[config.mk]
export PLATFORM = sky130hd
export DESIGN_NAME = pcdcs_dev_ctl_sts
export DESIGN_NICKNAME = d
export VERILOG_FILES = /design/src/pcdcs_pkg.sv /design/src/pcdcs_flag_bank.sv /design/src/pcdcs_dev_ctl_sts.sv
export SDC_FILE = /design/constraint.sdc
export NUM_CORES = 1
export LEC_CHECK = 0
export BUFFER_PORTS_ARGS = -buffer_cell sky130_fd_sc_hd__buf_2
export CAP_MARGIN = 20
export CELL_PAD_IN_SITES_DETAIL_PLACEMENT = 1
export CELL_PAD_IN_SITES_GLOBAL_PLACEMENT = 1
export CORE_MARGIN = 2
export CORE_UTILIZATION = 33
export CTS_BUF_LIST = sky130_fd_sc_hd__clkbuf_8
export DETAILED_ROUTE_END_ITERATION = 7
export GPL_ROUTABILITY_DRIVEN = 0
export GPL_TIMING_DRIVEN = 0
export PLACE_DENSITY = 0.91
export SYNTH_ARGS = -nofsm -noshare
export SYNTH_HDL_FRONTEND = slang
export SYNTH_SLANG_ARGS = --single-unit
[constraint.sdc]
create_clock -name hclk -period 2.85 [get_ports hclk]
set_input_delay 0.1425 -clock hclk [delete_from_list [all_inputs] [get_ports hclk]]
set_output_delay 0.1425 -clock hclk [all_outputs]
set_load 0.02 [all_outputs]
[src/pcdcs_pkg.sv]
// package: constants for the device control and status register block
package pcdcs_pkg;
   // register map
   localparam logic [31:0] CSR_OFFSET     = 32'h0000_00C8;
   localparam logic [31:0] CSR_RESET      = 32'h0000_2000;
   localparam int          RSVD_MSB       = 31;
   localparam int          RSVD_LSB       = 22;
   // field positions
   localparam int          POS_PEND       = 21;
   localparam int          POS_AUX_SEEN   = 20;
   localparam int          POS_FLAG_LSB   = 16;
   localparam int          POS_FLAG_MSB   = 19;
   localparam int          POS_RETRY      = 15;
   localparam int          POS_MRRS_LSB   = 12;
   localparam int          POS_MRRS_MSB   = 14;
   localparam int          POS_NO_SNOOP   = 11;
   localparam int          POS_AUX_USE    = 10;
   localparam int          POS_PHANTOM    = 9;
   localparam int          POS_WIDE_TAG   = 8;
   localparam int          POS_MPS_LSB    = 5;
   localparam int          POS_MPS_MSB    = 7;
   localparam int          POS_RELAXED    = 4;
   localparam int          POS_EN_LSB     = 0;
   localparam int          POS_EN_MSB     = 3;
   // flag and enable order inside their nibbles
   localparam int          IDX_COR        = 0;
   localparam int          IDX_NONFATAL   = 1;
   localparam int          IDX_FATAL      = 2;
   localparam int          IDX_UR         = 3;
   localparam int          NUM_FLAGS      = 4;
   // field reset values and codes
   localparam logic [2:0]  MRRS_RESET     = 3'h2;
   localparam logic [2:0]  MRRS_MAX_CODE  = 3'h5;
   localparam logic [2:0]  MPS_RESET      = 3'h0;
   localparam logic [2:0]  MPS_CAPABILITY = 3'h0;
   localparam logic [12:0] MIN_TLP_BYTES  = 13'h0080;
   // ahb transfer type bit that marks NONSEQ or SEQ
   localparam int          HTRANS_ACTIVE  = 1;
endpackage

[src/pcdcs_flag_bank.sv]
// sticky error detected flags, set by hardware, cleared by writing one
`timescale 1ns/100ps
module pcdcs_flag_bank #(
   parameter int N = 4
) (
   input  wire logic         hclk,
   input  wire logic         hresetn,
   input  wire logic [N-1:0] set_event,
   input  wire logic         clr_write,
   input  wire logic [N-1:0] clr_data,
   output logic      [N-1:0] flags_ff
);
   genvar i;
   generate
      for (i = 0; i < N; i++) begin : g_flag
         always_ff @(posedge hclk or negedge hresetn) begin
            if (!hresetn) begin
               flags_ff[i] <= 1'b0;
            end else if (set_event[i]) begin
               // set beats a clear in the same cycle
               flags_ff[i] <= 1'b1;
            end else if (clr_write && clr_data[i]) begin
               // zero written leaves the flag alone
               flags_ff[i] <= 1'b0;
            end
         end

      end
   endgenerate
endmodule // pcdcs_flag_bank

[src/pcdcs_dev_ctl_sts.sv]
// device control and status register with ahb-lite slave port
//
// Overview of operation
// - upper reserved bits read zero, writes ignored
// - pending bit shows outstanding non-posted requests
// - read-only bit shows aux power detected
// - unsupported request flag sticky, write one clears
// - fatal error flag sticky, write one clears
// - non-fatal error flag sticky, write one clears
// - correctable error flag sticky, write one clears
// - retry enable permits retry status answers
// - read request size codes, reset 512
// - no snoop enable reads zero, never set
// - aux power use enable permits extra draw
// - phantom function enable always reads zero
// - wide tag enable always reads zero
// - payload field writable, always means 128 bytes
// - relaxed ordering enable read-only zero
// - unsupported request reporting enable gates reports
// - fatal reporting enable gates fatal messages
// - non-fatal reporting enable gates non-fatal messages
// - correctable reporting enable gates correctable messages
// - payload capability is 128 bytes only
`timescale 1ns/100ps
module pcdcs_dev_ctl_sts #(
   parameter int PEND_W = 6
) (
   input  wire logic        hclk,
   input  wire logic        hresetn,
   // ahb-lite slave
   input  wire logic        hsel,
   input  wire logic [31:0] haddr,
   input  wire logic [1:0]  htrans,
   input  wire logic        hwrite,
   input  wire logic [2:0]  hsize,
   input  wire logic [31:0] hwdata,
   input  wire logic        hready,
   output logic             hreadyout,
   output logic             hresp,
   output logic      [31:0] hrdata,
   // core events
   input  wire logic        np_request_issued,
   input  wire logic        np_completion_received,
   input  wire logic        aux_supply_pin,
   input  wire logic        unsupported_request_event,
   input  wire logic        fatal_fault_event,
   input  wire logic        nonfatal_fault_event,
   input  wire logic        correctable_fault_event,
   // controls toward the core
   output logic             cfg_retry_enable,
   output logic      [12:0] max_read_request_bytes,
   output logic      [12:0] max_payload_bytes,
   output logic             aux_supply_use_enable,
   output logic             no_snoop_attr,
   output logic             relaxed_ordering_attr,
   output logic             unsupported_request_report,
   output logic             err_fatal_msg,
   output logic             err_nonfatal_msg,
   output logic             err_cor_msg,
   output logic             requests_outstanding,
   output logic             aux_supply_seen
);

   ////////////////////////////////////////////////////////////////////////
   // bus front end
   logic        dp_wr_ff;
   logic        dp_rd_ff;
   logic        dp_hit_ff;
   logic        rd_done_ff;
   logic [31:0] hrdata_ff;
   logic        addr_take;
   logic        rd_finish;
   logic        wr_strobe;
   logic [31:0] csr_rd;

   // hsize is accepted as is: only whole-word transfers are expected
   assign addr_take = hsel && htrans[pcdcs_pkg::HTRANS_ACTIVE] && hready;
   // reads take one wait state so a write just before is visible
   assign hreadyout = !(dp_rd_ff && !rd_done_ff);
   assign rd_finish = dp_rd_ff && rd_done_ff && hready;
   assign wr_strobe = dp_wr_ff && dp_hit_ff && hready;
   assign hresp     = 1'b0;
   assign hrdata    = hrdata_ff;

   always_ff @(posedge hclk or negedge hresetn) begin
      if (!hresetn) begin
         dp_wr_ff  <= 1'b0;
         dp_rd_ff  <= 1'b0;
         dp_hit_ff <= 1'b0;
      end else if (addr_take) begin
         dp_wr_ff  <= hwrite;
         dp_rd_ff  <= !hwrite;
         dp_hit_ff <= (haddr[31:2] == pcdcs_pkg::CSR_OFFSET[31:2]);
      end else if (hready) begin
         dp_wr_ff  <= 1'b0;
         dp_rd_ff  <= 1'b0;
         dp_hit_ff <= 1'b0;
      end
   end

   always_ff @(posedge hclk or negedge hresetn) begin
      if (!hresetn) begin
         rd_done_ff <= 1'b0;
         hrdata_ff  <= 32'h0000_0000;
      end else if (dp_rd_ff && !rd_done_ff) begin
         rd_done_ff <= 1'b1;
         // unmapped addresses read zero
         hrdata_ff  <= dp_hit_ff ? csr_rd : 32'h0000_0000;
      end else if (rd_finish) begin
         rd_done_ff <= 1'b0;
      end
   end

   ////////////////////////////////////////////////////////////////////////
   // writable control fields
   logic       retry_en_ff;
   logic [2:0] mrrs_ff;
   logic       aux_use_ff;
   logic [2:0] mps_ff;
   logic [3:0] report_en_ff;
   logic [2:0] nxt_mrrs;

   assign nxt_mrrs = hwdata[pcdcs_pkg::POS_MRRS_MSB:pcdcs_pkg::POS_MRRS_LSB];

   always_ff @(posedge hclk or negedge hresetn) begin
      if (!hresetn) begin
         retry_en_ff <= 1'b0;
      end else if (wr_strobe) begin
         retry_en_ff <= hwdata[pcdcs_pkg::POS_RETRY];
      end
   end

   always_ff @(posedge hclk or negedge hresetn) begin
      if (!hresetn) begin
         mrrs_ff <= pcdcs_pkg::MRRS_RESET;
      end else if (wr_strobe && nxt_mrrs <= pcdcs_pkg::MRRS_MAX_CODE) begin
         // reserved codes are dropped so the size stays meaningful
         mrrs_ff <= nxt_mrrs;
      end
   end

   always_ff @(posedge hclk or negedge hresetn) begin
      if (!hresetn) begin
         aux_use_ff <= 1'b0;
      end else if (wr_strobe) begin
         aux_use_ff <= hwdata[pcdcs_pkg::POS_AUX_USE];
      end
   end

   always_ff @(posedge hclk or negedge hresetn) begin
      if (!hresetn) begin
         mps_ff <= pcdcs_pkg::MPS_RESET;
      end else if (wr_strobe) begin
         // stored for readback only
         mps_ff <= hwdata[pcdcs_pkg::POS_MPS_MSB:pcdcs_pkg::POS_MPS_LSB];
      end
   end

   always_ff @(posedge hclk or negedge hresetn) begin
      if (!hresetn) begin
         report_en_ff <= 4'h0;
      end else if (wr_strobe) begin
         report_en_ff <= hwdata[pcdcs_pkg::POS_EN_MSB:pcdcs_pkg::POS_EN_LSB];
      end
   end

   ////////////////////////////////////////////////////////////////////////
   // sticky error flags
   logic [3:0] flag_set;
   logic [3:0] flags_ff;

   always_comb begin
      flag_set = 4'h0;
      // flags ignore the reporting enables
      flag_set[pcdcs_pkg::IDX_UR]       = unsupported_request_event;
      flag_set[pcdcs_pkg::IDX_FATAL]    = fatal_fault_event;
      flag_set[pcdcs_pkg::IDX_NONFATAL] = nonfatal_fault_event;
      flag_set[pcdcs_pkg::IDX_COR]      = correctable_fault_event;
   end

   pcdcs_flag_bank #(
      .N         (pcdcs_pkg::NUM_FLAGS)
   ) u_flags (
      .hclk      (hclk),
      .hresetn   (hresetn),
      .set_event (flag_set),
      .clr_write (wr_strobe),
      .clr_data  (hwdata[pcdcs_pkg::POS_FLAG_MSB:pcdcs_pkg::POS_FLAG_LSB]),
      .flags_ff  (flags_ff)
   );

   ////////////////////////////////////////////////////////////////////////
   // outstanding non-posted requests
   logic [PEND_W-1:0] pend_cnt_ff;
   logic [PEND_W-1:0] nxt_pend_cnt;
   logic              pend_ff;

   always_comb begin
      nxt_pend_cnt = pend_cnt_ff;
      if (np_request_issued && !np_completion_received &&
          pend_cnt_ff != {PEND_W{1'b1}}) begin
         nxt_pend_cnt = pend_cnt_ff + {{(PEND_W-1){1'b0}}, 1'b1};
      end else if (np_completion_received && !np_request_issued &&
                   pend_cnt_ff != {PEND_W{1'b0}}) begin
         nxt_pend_cnt = pend_cnt_ff - {{(PEND_W-1){1'b0}}, 1'b1};
      end
   end

   always_ff @(posedge hclk or negedge hresetn) begin
      if (!hresetn) begin
         pend_cnt_ff <= {PEND_W{1'b0}};
         pend_ff     <= 1'b0;
      end else begin
         pend_cnt_ff <= nxt_pend_cnt;
         pend_ff     <= (nxt_pend_cnt != {PEND_W{1'b0}});
      end
   end

   ////////////////////////////////////////////////////////////////////////
   // aux power detect pin, three-stage synchroniser
   logic aux_s1_ff;
   logic aux_s2_ff;
   logic aux_s3_ff;
   logic aux_seen_ff;

   always_ff @(posedge hclk or negedge hresetn) begin
      if (!hresetn) begin
         aux_s1_ff <= 1'b0;
         aux_s2_ff <= 1'b0;
         aux_s3_ff <= 1'b0;
      end else begin
         aux_s1_ff <= aux_supply_pin;
         aux_s2_ff <= aux_s1_ff;
         aux_s3_ff <= aux_s2_ff;
      end
   end

   always_ff @(posedge hclk or negedge hresetn) begin
      if (!hresetn) begin
         aux_seen_ff <= 1'b0;
      end else if (aux_s2_ff == aux_s3_ff) begin
         aux_seen_ff <= aux_s3_ff;
      end
   end

   ////////////////////////////////////////////////////////////////////////
   // error message requests, gated by reporting enables
   logic ur_rep_ff;
   logic fatal_msg_ff;
   logic nonfatal_msg_ff;
   logic cor_msg_ff;

   always_ff @(posedge hclk or negedge hresetn) begin
      if (!hresetn) begin
         ur_rep_ff       <= 1'b0;
         fatal_msg_ff    <= 1'b0;
         nonfatal_msg_ff <= 1'b0;
         cor_msg_ff      <= 1'b0;
      end else begin
         ur_rep_ff       <= unsupported_request_event &&
                            report_en_ff[pcdcs_pkg::IDX_UR];
         fatal_msg_ff    <= fatal_fault_event &&
                            report_en_ff[pcdcs_pkg::IDX_FATAL];
         nonfatal_msg_ff <= nonfatal_fault_event &&
                            report_en_ff[pcdcs_pkg::IDX_NONFATAL];
         cor_msg_ff      <= correctable_fault_event &&
                            report_en_ff[pcdcs_pkg::IDX_COR];
      end
   end

   ////////////////////////////////////////////////////////////////////////
   // derived controls and readback
   logic [12:0] mrrs_bytes_ff;
   logic [12:0] mps_bytes_ff;

   always_ff @(posedge hclk or negedge hresetn) begin
      if (!hresetn) begin
         mrrs_bytes_ff <= 13'h0000;
         mps_bytes_ff  <= 13'h0000;
      end else begin
         mrrs_bytes_ff <= 13'(pcdcs_pkg::MIN_TLP_BYTES << mrrs_ff);
         // capability allows only the smallest size, so every code
         // of the field maps to it
         mps_bytes_ff  <= 13'(pcdcs_pkg::MIN_TLP_BYTES <<
                              pcdcs_pkg::MPS_CAPABILITY);
      end
   end

   always_comb begin
      csr_rd = 32'h0000_0000; // reserved and hardwired bits
      csr_rd[pcdcs_pkg::POS_PEND]     = pend_ff;
      csr_rd[pcdcs_pkg::POS_AUX_SEEN] = aux_seen_ff;
      csr_rd[pcdcs_pkg::POS_FLAG_MSB:pcdcs_pkg::POS_FLAG_LSB] = flags_ff;
      csr_rd[pcdcs_pkg::POS_RETRY]    = retry_en_ff;
      csr_rd[pcdcs_pkg::POS_MRRS_MSB:pcdcs_pkg::POS_MRRS_LSB] = mrrs_ff;
      csr_rd[pcdcs_pkg::POS_NO_SNOOP] = 1'b0;
      csr_rd[pcdcs_pkg::POS_AUX_USE]  = aux_use_ff;
      csr_rd[pcdcs_pkg::POS_PHANTOM]  = 1'b0;
      csr_rd[pcdcs_pkg::POS_WIDE_TAG] = 1'b0;
      csr_rd[pcdcs_pkg::POS_MPS_MSB:pcdcs_pkg::POS_MPS_LSB] = mps_ff;
      csr_rd[pcdcs_pkg::POS_RELAXED]  = 1'b0;
      csr_rd[pcdcs_pkg::POS_EN_MSB:pcdcs_pkg::POS_EN_LSB] = report_en_ff;
   end

   assign cfg_retry_enable           = retry_en_ff;
   assign max_read_request_bytes     = mrrs_bytes_ff;
   assign max_payload_bytes          = mps_bytes_ff;
   assign aux_supply_use_enable      = aux_use_ff;
   assign no_snoop_attr              = 1'b0;
   assign relaxed_ordering_attr      = 1'b0;
   assign unsupported_request_report = ur_rep_ff;
   assign err_fatal_msg              = fatal_msg_ff;
   assign err_nonfatal_msg           = nonfatal_msg_ff;
   assign err_cor_msg                = cor_msg_ff;
   assign requests_outstanding       = pend_ff;
   assign aux_supply_seen            = aux_seen_ff;
endmodule // pcdcs_dev_ctl_sts

# Word-level counts from Yosys, hierarchy flattened
# Cells that the tools add are included.
[word_totals]
regBits = 81
latchBits = 0
mem_bits_rw = 0
rom_bits = 0
output_inout_bits = 70
memories = 0
[op_classes]
add_sub_neg = 2
mul = 0
n_div = 0
n_lt_le_gt_ge = 1
eq_ne = 3
n_shift = 1
muxes = 17
n_bitwise = 0
n_reduce_logical = 33
[op_table]
columns = ["operator", "n"]
rows = [
  ["== test 30 x 6 -> 1 bit, second input constant", 1],
  ["two-way mux 22 bit", 1],
  ["logical AND 1 bit", 20],
  ["two-way mux 1 bit", 14],
  ["left shift 8 x 3 -> 13 bit, first input constant", 1],
  ["two-way mux 6 bit", 2],
  ["nonzero test 2 bit", 6],
  ["nonzero test 6 bit", 2],
  ["adder 6 x 1 -> 6 bit, second input constant", 1],
  ["inequality test 6 bit, second input constant", 1],
  ["subtractor 6 x 1 -> 6 bit, second input constant", 1],
  ["logical NOT 1 bit", 5],
  ["<= comparator 3 bit, second input constant", 1],
  ["== test 1 bit", 1],
]

# Depth between registers and ports, before layout
# Gate-level depths: netlist (run 1).
[logic_depth]
ltp_word = 6
ltp_mapped = 7
mapped_depth_nobuf = 7

# By module
# From an unflattened synthesis (run 1), not the netlist that was laid out.
[hier_totals]
hier_cells = 283
hier_area_um2 = 2895.3
[by_module_without_submodules]
columns = ["module", "n_inst", "cells_each", "area_per_inst_um2"]
rows = [
  ["pcdcs_dev_ctl_sts", 1, 271, 2750.1],
  ["pcdcs_flag_bank", 1, 12, 145.1],
]

# Worst setup path after synthesis (run 1)
# No wires, ideal clock.
[synth_timing]
kind = "reg-to-reg"
start = "register pend_cnt_ff[0]"
end = "register pend_ff (netlist: requests_outstanding)"
setup_time_ns = 0.138
t_arrival_ns = 1.888
required_ns = 2.712
path_slack_ns = 0.824
stages_incl_launch_ff = 7
synth_period_minus_slack_ns = 2.026
cell_sequence = "dfrtp_1 -> ha_1 -> and3_2 -> a21oi_1 -> o22ai_1 -> xnor2_1 -> or4b_1"
[synth_via]
elab_chain_len = 5
[synth_lines]
columns = ["item", "line_no", "source"]
rows = [
  ["from (decl)", "pcdcs_dev_ctl_sts.sv:194", "logic [PEND_W-1:0] pend_cnt_ff;"],
  ["from (signal assigned)", "pcdcs_dev_ctl_sts.sv:211", "pend_cnt_ff <= {PEND_W{1'b0}};"],
  ["from (signal assigned)", "pcdcs_dev_ctl_sts.sv:214", "pend_cnt_ff <= nxt_pend_cnt;"],
  ["branches (longest 3 deep; another with subtractor 6 x 1 -> 6 bit)", "n/a", ""],
  ["two-way mux 6 bit *", "pcdcs_dev_ctl_sts.sv:200", "if (np_request_issued && !np_completion_received &&"],
  ["net nxt_pend_cnt[4]", "pcdcs_dev_ctl_sts.sv:195", "logic [PEND_W-1:0] nxt_pend_cnt;"],
  ["nonzero test 6 bit *", "pcdcs_dev_ctl_sts.sv:215", "pend_ff <= (nxt_pend_cnt != {PEND_W{1'b0}});"],
  ["to (signal assigned)", "pcdcs_dev_ctl_sts.sv:215", ""],
  ["to (decl)", "pcdcs_dev_ctl_sts.sv:196", "logic pend_ff;"],
]
# Mark *: on every way through the listed nets, which the timed path passes.
# A chain may end at the register's enable or synchronous reset.

# Worst setup path after layout (run 1)
# Ends and elaborated chain as after synthesis.

==> results of run 1 <==
[repair_timing]
item,CTS,global route
endpoints found under the setup margin,0,0
endpoints found under the hold margin,35,0
hold buffers,4,0
resized for setup,0,0
[per-layer routing]
layer	routed length, um	up-vias	global-route usage
met1	3290	1225	0.204
met2	4140	82	0.309
met3	460	10	0.0417
met4	121	0	0.0588
met5	0	-	0
li1	-	1221	-
[sequential cells by signal (all words and copies together) (netlist names), 3 cells and up]
| signal | flops |
|---|---|
| hrdata | 18 |
| max_read_request_bytes | 6 |
| mps_ff | 3 |
| mrrs_ff | 3 |
| pend_cnt_ff | 6 |
| report_en_ff | 4 |
| u_flags.flags_ff | 4 |
[cell type report]
class,instances,area (um2)
repair buffers,97,520
clock buffers,11,151
plain buffers,46,315
clock inverters,4,25.0
inverters,5,18.8
fillers,1054,4750
well taps,108,135
multi-input cells,223,1170
flip-flops and latches,60,1500
[synth_stat cells, drive strengths merged, types with 2 or more instances]
library cell  count  area, um2
a211oi            6       45.0
a21o              6       47.6
a21oi             5       25.0
and2              6       38.8
and3              4       27.5
and3b             2       17.5
buf              38        285
clkbuf            8       30.0
conb              2       7.51
dfrtp            59       1480
ha                3       37.5
inv               5       18.8
mux2              3       33.8
nand2            74        278
nand2b            2       12.5
nand3             3       15.0
nand3b            2       15.0
nand4             2       12.5
nor2             11       41.3
nor2b             2       12.5
nor3              6       30.0
nor3b             3       22.5
nor4              8       65.1
o21ai            21        105
o22ai             3       25.0
xnor2             2       17.5
[where the power goes]
| group | internal, mW | switching [mW] |
|---|---|---|
| sequential | 0.903 | 0.0815 |
| clock | 0.355 | 0.324 |
| combinational | 0.196 | 0.267 |
| total | 1.45 | 0.673 |
[cell usage in the layout (no fill, tap or decap), types with 7 or more instances in the layout]
cell	synthesis	final
dfrtp_1	59	59
conb_1	2	37
clkbuf_1	8	8
nand2_1	74	74
nor2_1	11	11
buf_4	36	36
buf_2	0	92
o21ai_0	20	20
clkbuf_8	0	11
nor4_1	7	7
[through the flow]
stage                      util  setup WS [ns]  cells
after global routing      0.447          0.435    554
after detailed placement  0.422          0.570    535
after floorplan               -          0.824    334
final                     0.447          0.568    554
after CTS                 0.447          0.546    554
after global placement    0.419          0.628    534
[critical path, delay by kind of cell (launching register included)]
| family | cells | cell delay, ns |
|---|---|---|
| AOI/OAI and AO/OA | 2 | 0.48 |
| and+or+nand+nor | 2 | 0.79 |
| adders and majority gates | 1 | 0.28 |
| xor gates and xnor gates | 1 | 0.16 |
| DFF | 1 | 0.44 |
[cells by family after synthesis]
family	Yosys count
adders and majority gates	4
and+or+nand+nor	130
DFF	60
xor gates and xnor gates	2
other	2
AOI/OAI and AO/OA	47
muxes	3
buffers and inverters	51
[worst max-delay path by stage]
stage                         startpoint                    to  slack [ns]  cells past startpoint
after floorplan           pend_cnt_ff[0]  requests_outstanding        0.82                      6
after global placement    pend_cnt_ff[0]  requests_outstanding        0.63                      6
after detailed placement  pend_cnt_ff[0]  requests_outstanding        0.57                      6
after CTS                 pend_cnt_ff[0]  requests_outstanding        0.55                      6
after global routing      pend_cnt_ff[1]  requests_outstanding        0.44                      6
final                     pend_cnt_ff[0]  requests_outstanding        0.57                      6
==> results.yml, run 1 <==
setup_path:
  ff2ff_setup_slack_ns: 0.57
  cp_slowest_cell: "or4b_1"
  critPathMaxFanout: 5
  r2r-end: "requests_outstanding"
  path_cells: "ha_1 > and3_2 > a21oi_1 > o22ai_1 > xnor2_1 > or4b_1"
  crit_type: "flop to flop"
  worstSetupStartpointType: "flop"
  cp_data_arrival_time_ns: 2.49
  endpoint_kind: "flop"
  r2r_cells: 6
  cpPeakStageDelay_ns: 0.53
  cp.required_ns: 3.06
  reg2reg_from: "pend_cnt_ff[0]"
min_path:
  hold_start: "hwdata[5]"
  min_path_cells: 3
  hold_path.class: "input pin to flop"
  holdPathEnd: "mps_ff[0]"
final_layout:
  antenna-diode-count: 0
  finalInstanceArea_um2: 3840
  nNetsFinal: 526
  drive_gt1_frac: 0.354
  syn_to_final_growth_pct: 33.5
route:
  drt-initial-drc-count: 58
  drtAntennaViolNets: 0
  first_pass_iters: 4
  vias_per_cell: 4.58
  wirelength_um: 8010
  num_vias: 2538
  drc: 0
  wl_per_cell_um: 14.5
clocking:
  clockBufferDepth: 2
  cts.clk_slew.worst_paths_ns: 0.07
  clock-sinks: 60
  htree_levels: 3
  cts_root_buf: "clkbuf_8"
  cts_tree: "yes"
  numCtsBuffers: 9
  cts_setup_buffers: 0
  clk_latency_ns: 0.33
floorplan:
  core_um2: 8590
  rows: 34
  start_util: 0.335
  io_pins: 151
  die_h_um: 97.3
  fp.dieW_um: 97.3
  dieArea_um2: 9480
power_and_ir_drop:
  total_power_mw: 2.13
  pwr_density_cell_nw_per_um2: 554
  p_leak_nw: 2.00
  ir_worst_vdd_v: 0.000178
logic_synthesis:
  yosysWarningCount: 0
  synth_flop_cell: "dfrtp_1"
  synth-simple-area-share: 0.219
  synth-edff-count: 0
  syn_inst: 299
  synth_top_family_by_area: "simple AND/OR/NAND/NOR gates"
  synthMuxAreaShare: 0.0117
  ys_ff_latch: 60
  syn_area_um2: 2880
  yosysUniqueCellTypes: 47
  seq_area_frac_synth: 0.523
  syn_area_per_cell_um2: 9.62
  synth_fa_ha_area_frac: 0.0165
  synth-compound-area-share: 0.105
  async_flop_share: 1.00
  synth_xor_area_frac: 0.00609
grt:
  grt_pass1_vias: 2683
  antenna_found_initial: 0
  grt_overflow_total: 0
  track_usage: 0.173
  grt_first_pass_wirelength_um: 13200
  grt_start_max_net_pins: 34
timing:
  setup_violations: 0
  slew_headroom: 0.490
  timing.fmax_mhz: 438
  min_period_ns: 2.28
  holdWs_ns: 0.00530
  setup_tns_ns: 0
  slew_violations: 0
  finalClockSkew_ns: 0.0113
  hold_viol_final: 0
  rsz0062_at_grt: "false"
  tightest_slew_ns: 0.765
  min_period_over_period: 0.801
status:
  status: "finished, final reports clean"
place:
  portBuffers: 92
  hpwl_um: 6230
  dpl_cell_area_um2: 3620
job:
  drv_cap: 0
Note: power is estimated with default switching activity, not from simulation.
==> run 2, diff against run 1 <==
ABC_AREA = 1   (was unset)
PLACE_DENSITY = 0.93   (was 0.91)
clock period = 2.4 ns   (was 2.85 ns; I/O delays follow)
==> run 2 against run 1 <==
Cell count up 7.6%. Via count up 2.6%. Sequential power up 19%. Flip-flop and latch count unchanged. Clock skew down 0.0041 ns. Setup slack worse by 0.18 ns. Largest cell class unchanged.
==> results.yml, run 2 <==
timing:
  setup_tns_ns: 0
  setup_violations: 0
  slew_violations: 0
  rsz0062_at_grt: "false"
  timing.fmax_mhz: 498
  hold_viol_final: 0
  slew_headroom: 0.551
  finalClockSkew_ns: 0.00728
  holdWs_ns: 0.0273
  min_period_over_period: 0.837
  tightest_slew_ns: 0.673
  min_period_ns: 2.01
power_and_ir_drop:
  p_leak_nw: 2.34
  ir_worst_vdd_v: 0.000257
  pwr_density_cell_nw_per_um2: 751
place:
  portBuffers: 92
  dp_cells: 564
  hpwl_um: 5940
  dpl_cell_area_um2: 3620
min_path:
  hold_path.class: "input pin to flop"
logic_synthesis:
  yosysMostFrequentCell: "nand2_1"
  seq_area_frac_synth: 0.523
  syn_inst: 328
  synth-edff-count: 0
  synth_flop_cell: "dfrtp_1"
  ys_ff_latch: 60
  yosys-top-cells-area: "dfrtp_1, nand2_1, buf_4, nand3_1, inv_1"
  yosysUniqueCellTypes: 28
  async_flop_share: 1.00
  yosysTopAreaCell: "dfrtp_1"
  synth_top_area_share: 0.514
  synthTopCellsByCount: "nand2_1, dfrtp_1, buf_4, inv_1, nand3_1"
  syn_area_per_cell_um2: 8.76
  yosysWarningCount: 0
  syn_area_um2: 2870
grt:
  track_usage: 0.170
  grt_first_pass_wirelength_um: 12800
  grt_pass1_vias: 2752
  grt_overflow_total: 0
  grt_start_max_net_pins: 33
  antenna_found_initial: 0
clocking:
  clock-sinks: 60
  ctsResizeCount: 0
  cts_tree: "yes"
  clockBufferDepth: 2
  numCtsBuffers: 9
  cts_root_buf: "clkbuf_8"
  htree_levels: 3
  clk_latency_ns: 0.33
  cts.clk_slew.worst_paths_ns: 0.06
status:
  status: "finished, final reports clean"
route:
  drtAntennaViolNets: 0
  vias_per_cell: 4.37
  drc: 0
  first_pass_iters: 4
  wirelength_um: 7730
  wl_per_cell_um: 13.0
  num_vias: 2604
  drt-initial-drc-count: 39
job:
  drv_cap: 0
floorplan:
  die_h_um: 97.3
  io_pins: 151
  rows: 34
  fp.dieW_um: 97.3
  start_util: 0.334
  core_um2: 8590
  dieArea_um2: 9470
final_layout:
  final_common_cell: "nand2_1"
  finalInstanceArea_um2: 4030
  antenna-diode-count: 0
  syn_to_final_growth_pct: 40.3
  finalNonFillerCells: 596
  layout_common_cells: "nand2_1, buf_2, dfrtp_1"
  drive_gt1_frac: 0.334
  nNetsFinal: 567
  largest_reg_flops: 18
setup_path:
  cp.required_ns: 2.28
  critPathMaxFanout: 10
  cp_data_arrival_time_ns: 1.89
  endpoint_kind: "output pin"
  crit_type: "flop to output pin"
  worstSetupStartpointType: "flop"
run 2: worst max-delay path, stage by stage, from the launching register on:
cell and delay, ns:
dfrtp_1 0.35, inv_1 0.06, nor2_1 0.39, inv_1 0.19, clkbuf_1 0.31, buf_2 0.26
run 2: cells by family (layout without fill, tap and decap cells):
family	after synthesis	in the layout	synth area share
XOR/XNOR	5	5	0.0152
AND/OR/NAND/NOR	173	173	0.263
other	2	37	0.00261
buffers and inverters	70	195	0.145
adder cells (fa/ha/maj)	4	4	0.0165
AO/OA/AOI/OAI	14	14	0.0353
flip-flops	60	60	0.523
run 2: final timing paths:
| kind | start | cells after the start | endpoint | slack [ns] |
|---|---|---|---|---|
| worst min register to register | aux_s1_ff | 0 | aux_s2_ff | 0.36 |
| min in group asynchronous | hresetn | 2 | unsupported_request_report | 0.36 |
| worst min-delay path | hwrite | 2 | dp_rd_ff | 0.03 |
| worst max register to register | pend_cnt_ff[1] | 10 | requests_outstanding | 0.69 |
| worst max-delay path | dp_rd_ff | 5 | hreadyout | 0.39 |
| max in group asynchronous | hresetn | 3 | mrrs_ff[1] | 1.38 |
run 2: routing by layer:
| layer | GRT usage | part of all wire |
|---|---|---|
| met2 | 0.306 | 0.52 |
| met4 | 0.0502 | 0.014 |
| met3 | 0.0540 | 0.060 |
| met1 | 0.194 | 0.40 |
| met5 | 0 | 0 |
run 2: per-stage QoR:
step	setup WS (ns)	power (mW)	utilization
after floorplan	0.972	1.70	-
after global placement	0.771	1.87	0.419
after detailed placement	0.719	1.92	0.421
after CTS	0.402	3.06	0.469
after global routing	0.239	3.21	0.469
final	0.392	3.03	0.469
run 2: power by group:
part	switching (mW)	total, mW	internal (mW)
sequential	0.0728	1.17	1.10
clock	0.370	1.11	0.741
combinational	0.454	0.747	0.293
run 2: final cells by class:
| cell class | instances | area [um2] |
|---|---|---|
| sequential | 60 | 1500 |
| timing repair buffer | 109 | 641 |
| fill | 1062 | 4560 |
| inverter | 25 | 93.8 |
| buffer | 45 | 323 |
| clock inverter | 5 | 98.8 |
| multi-input combinational | 233 | 1090 |
| clock buffer | 11 | 151 |
| tap | 108 | 135 |
run 2: what timing repair did:
item / in CTS / in global routing
setup buffers: 0 / 0
hold endpoints to repair: 44 / 0
hold buffers: 16 / 0
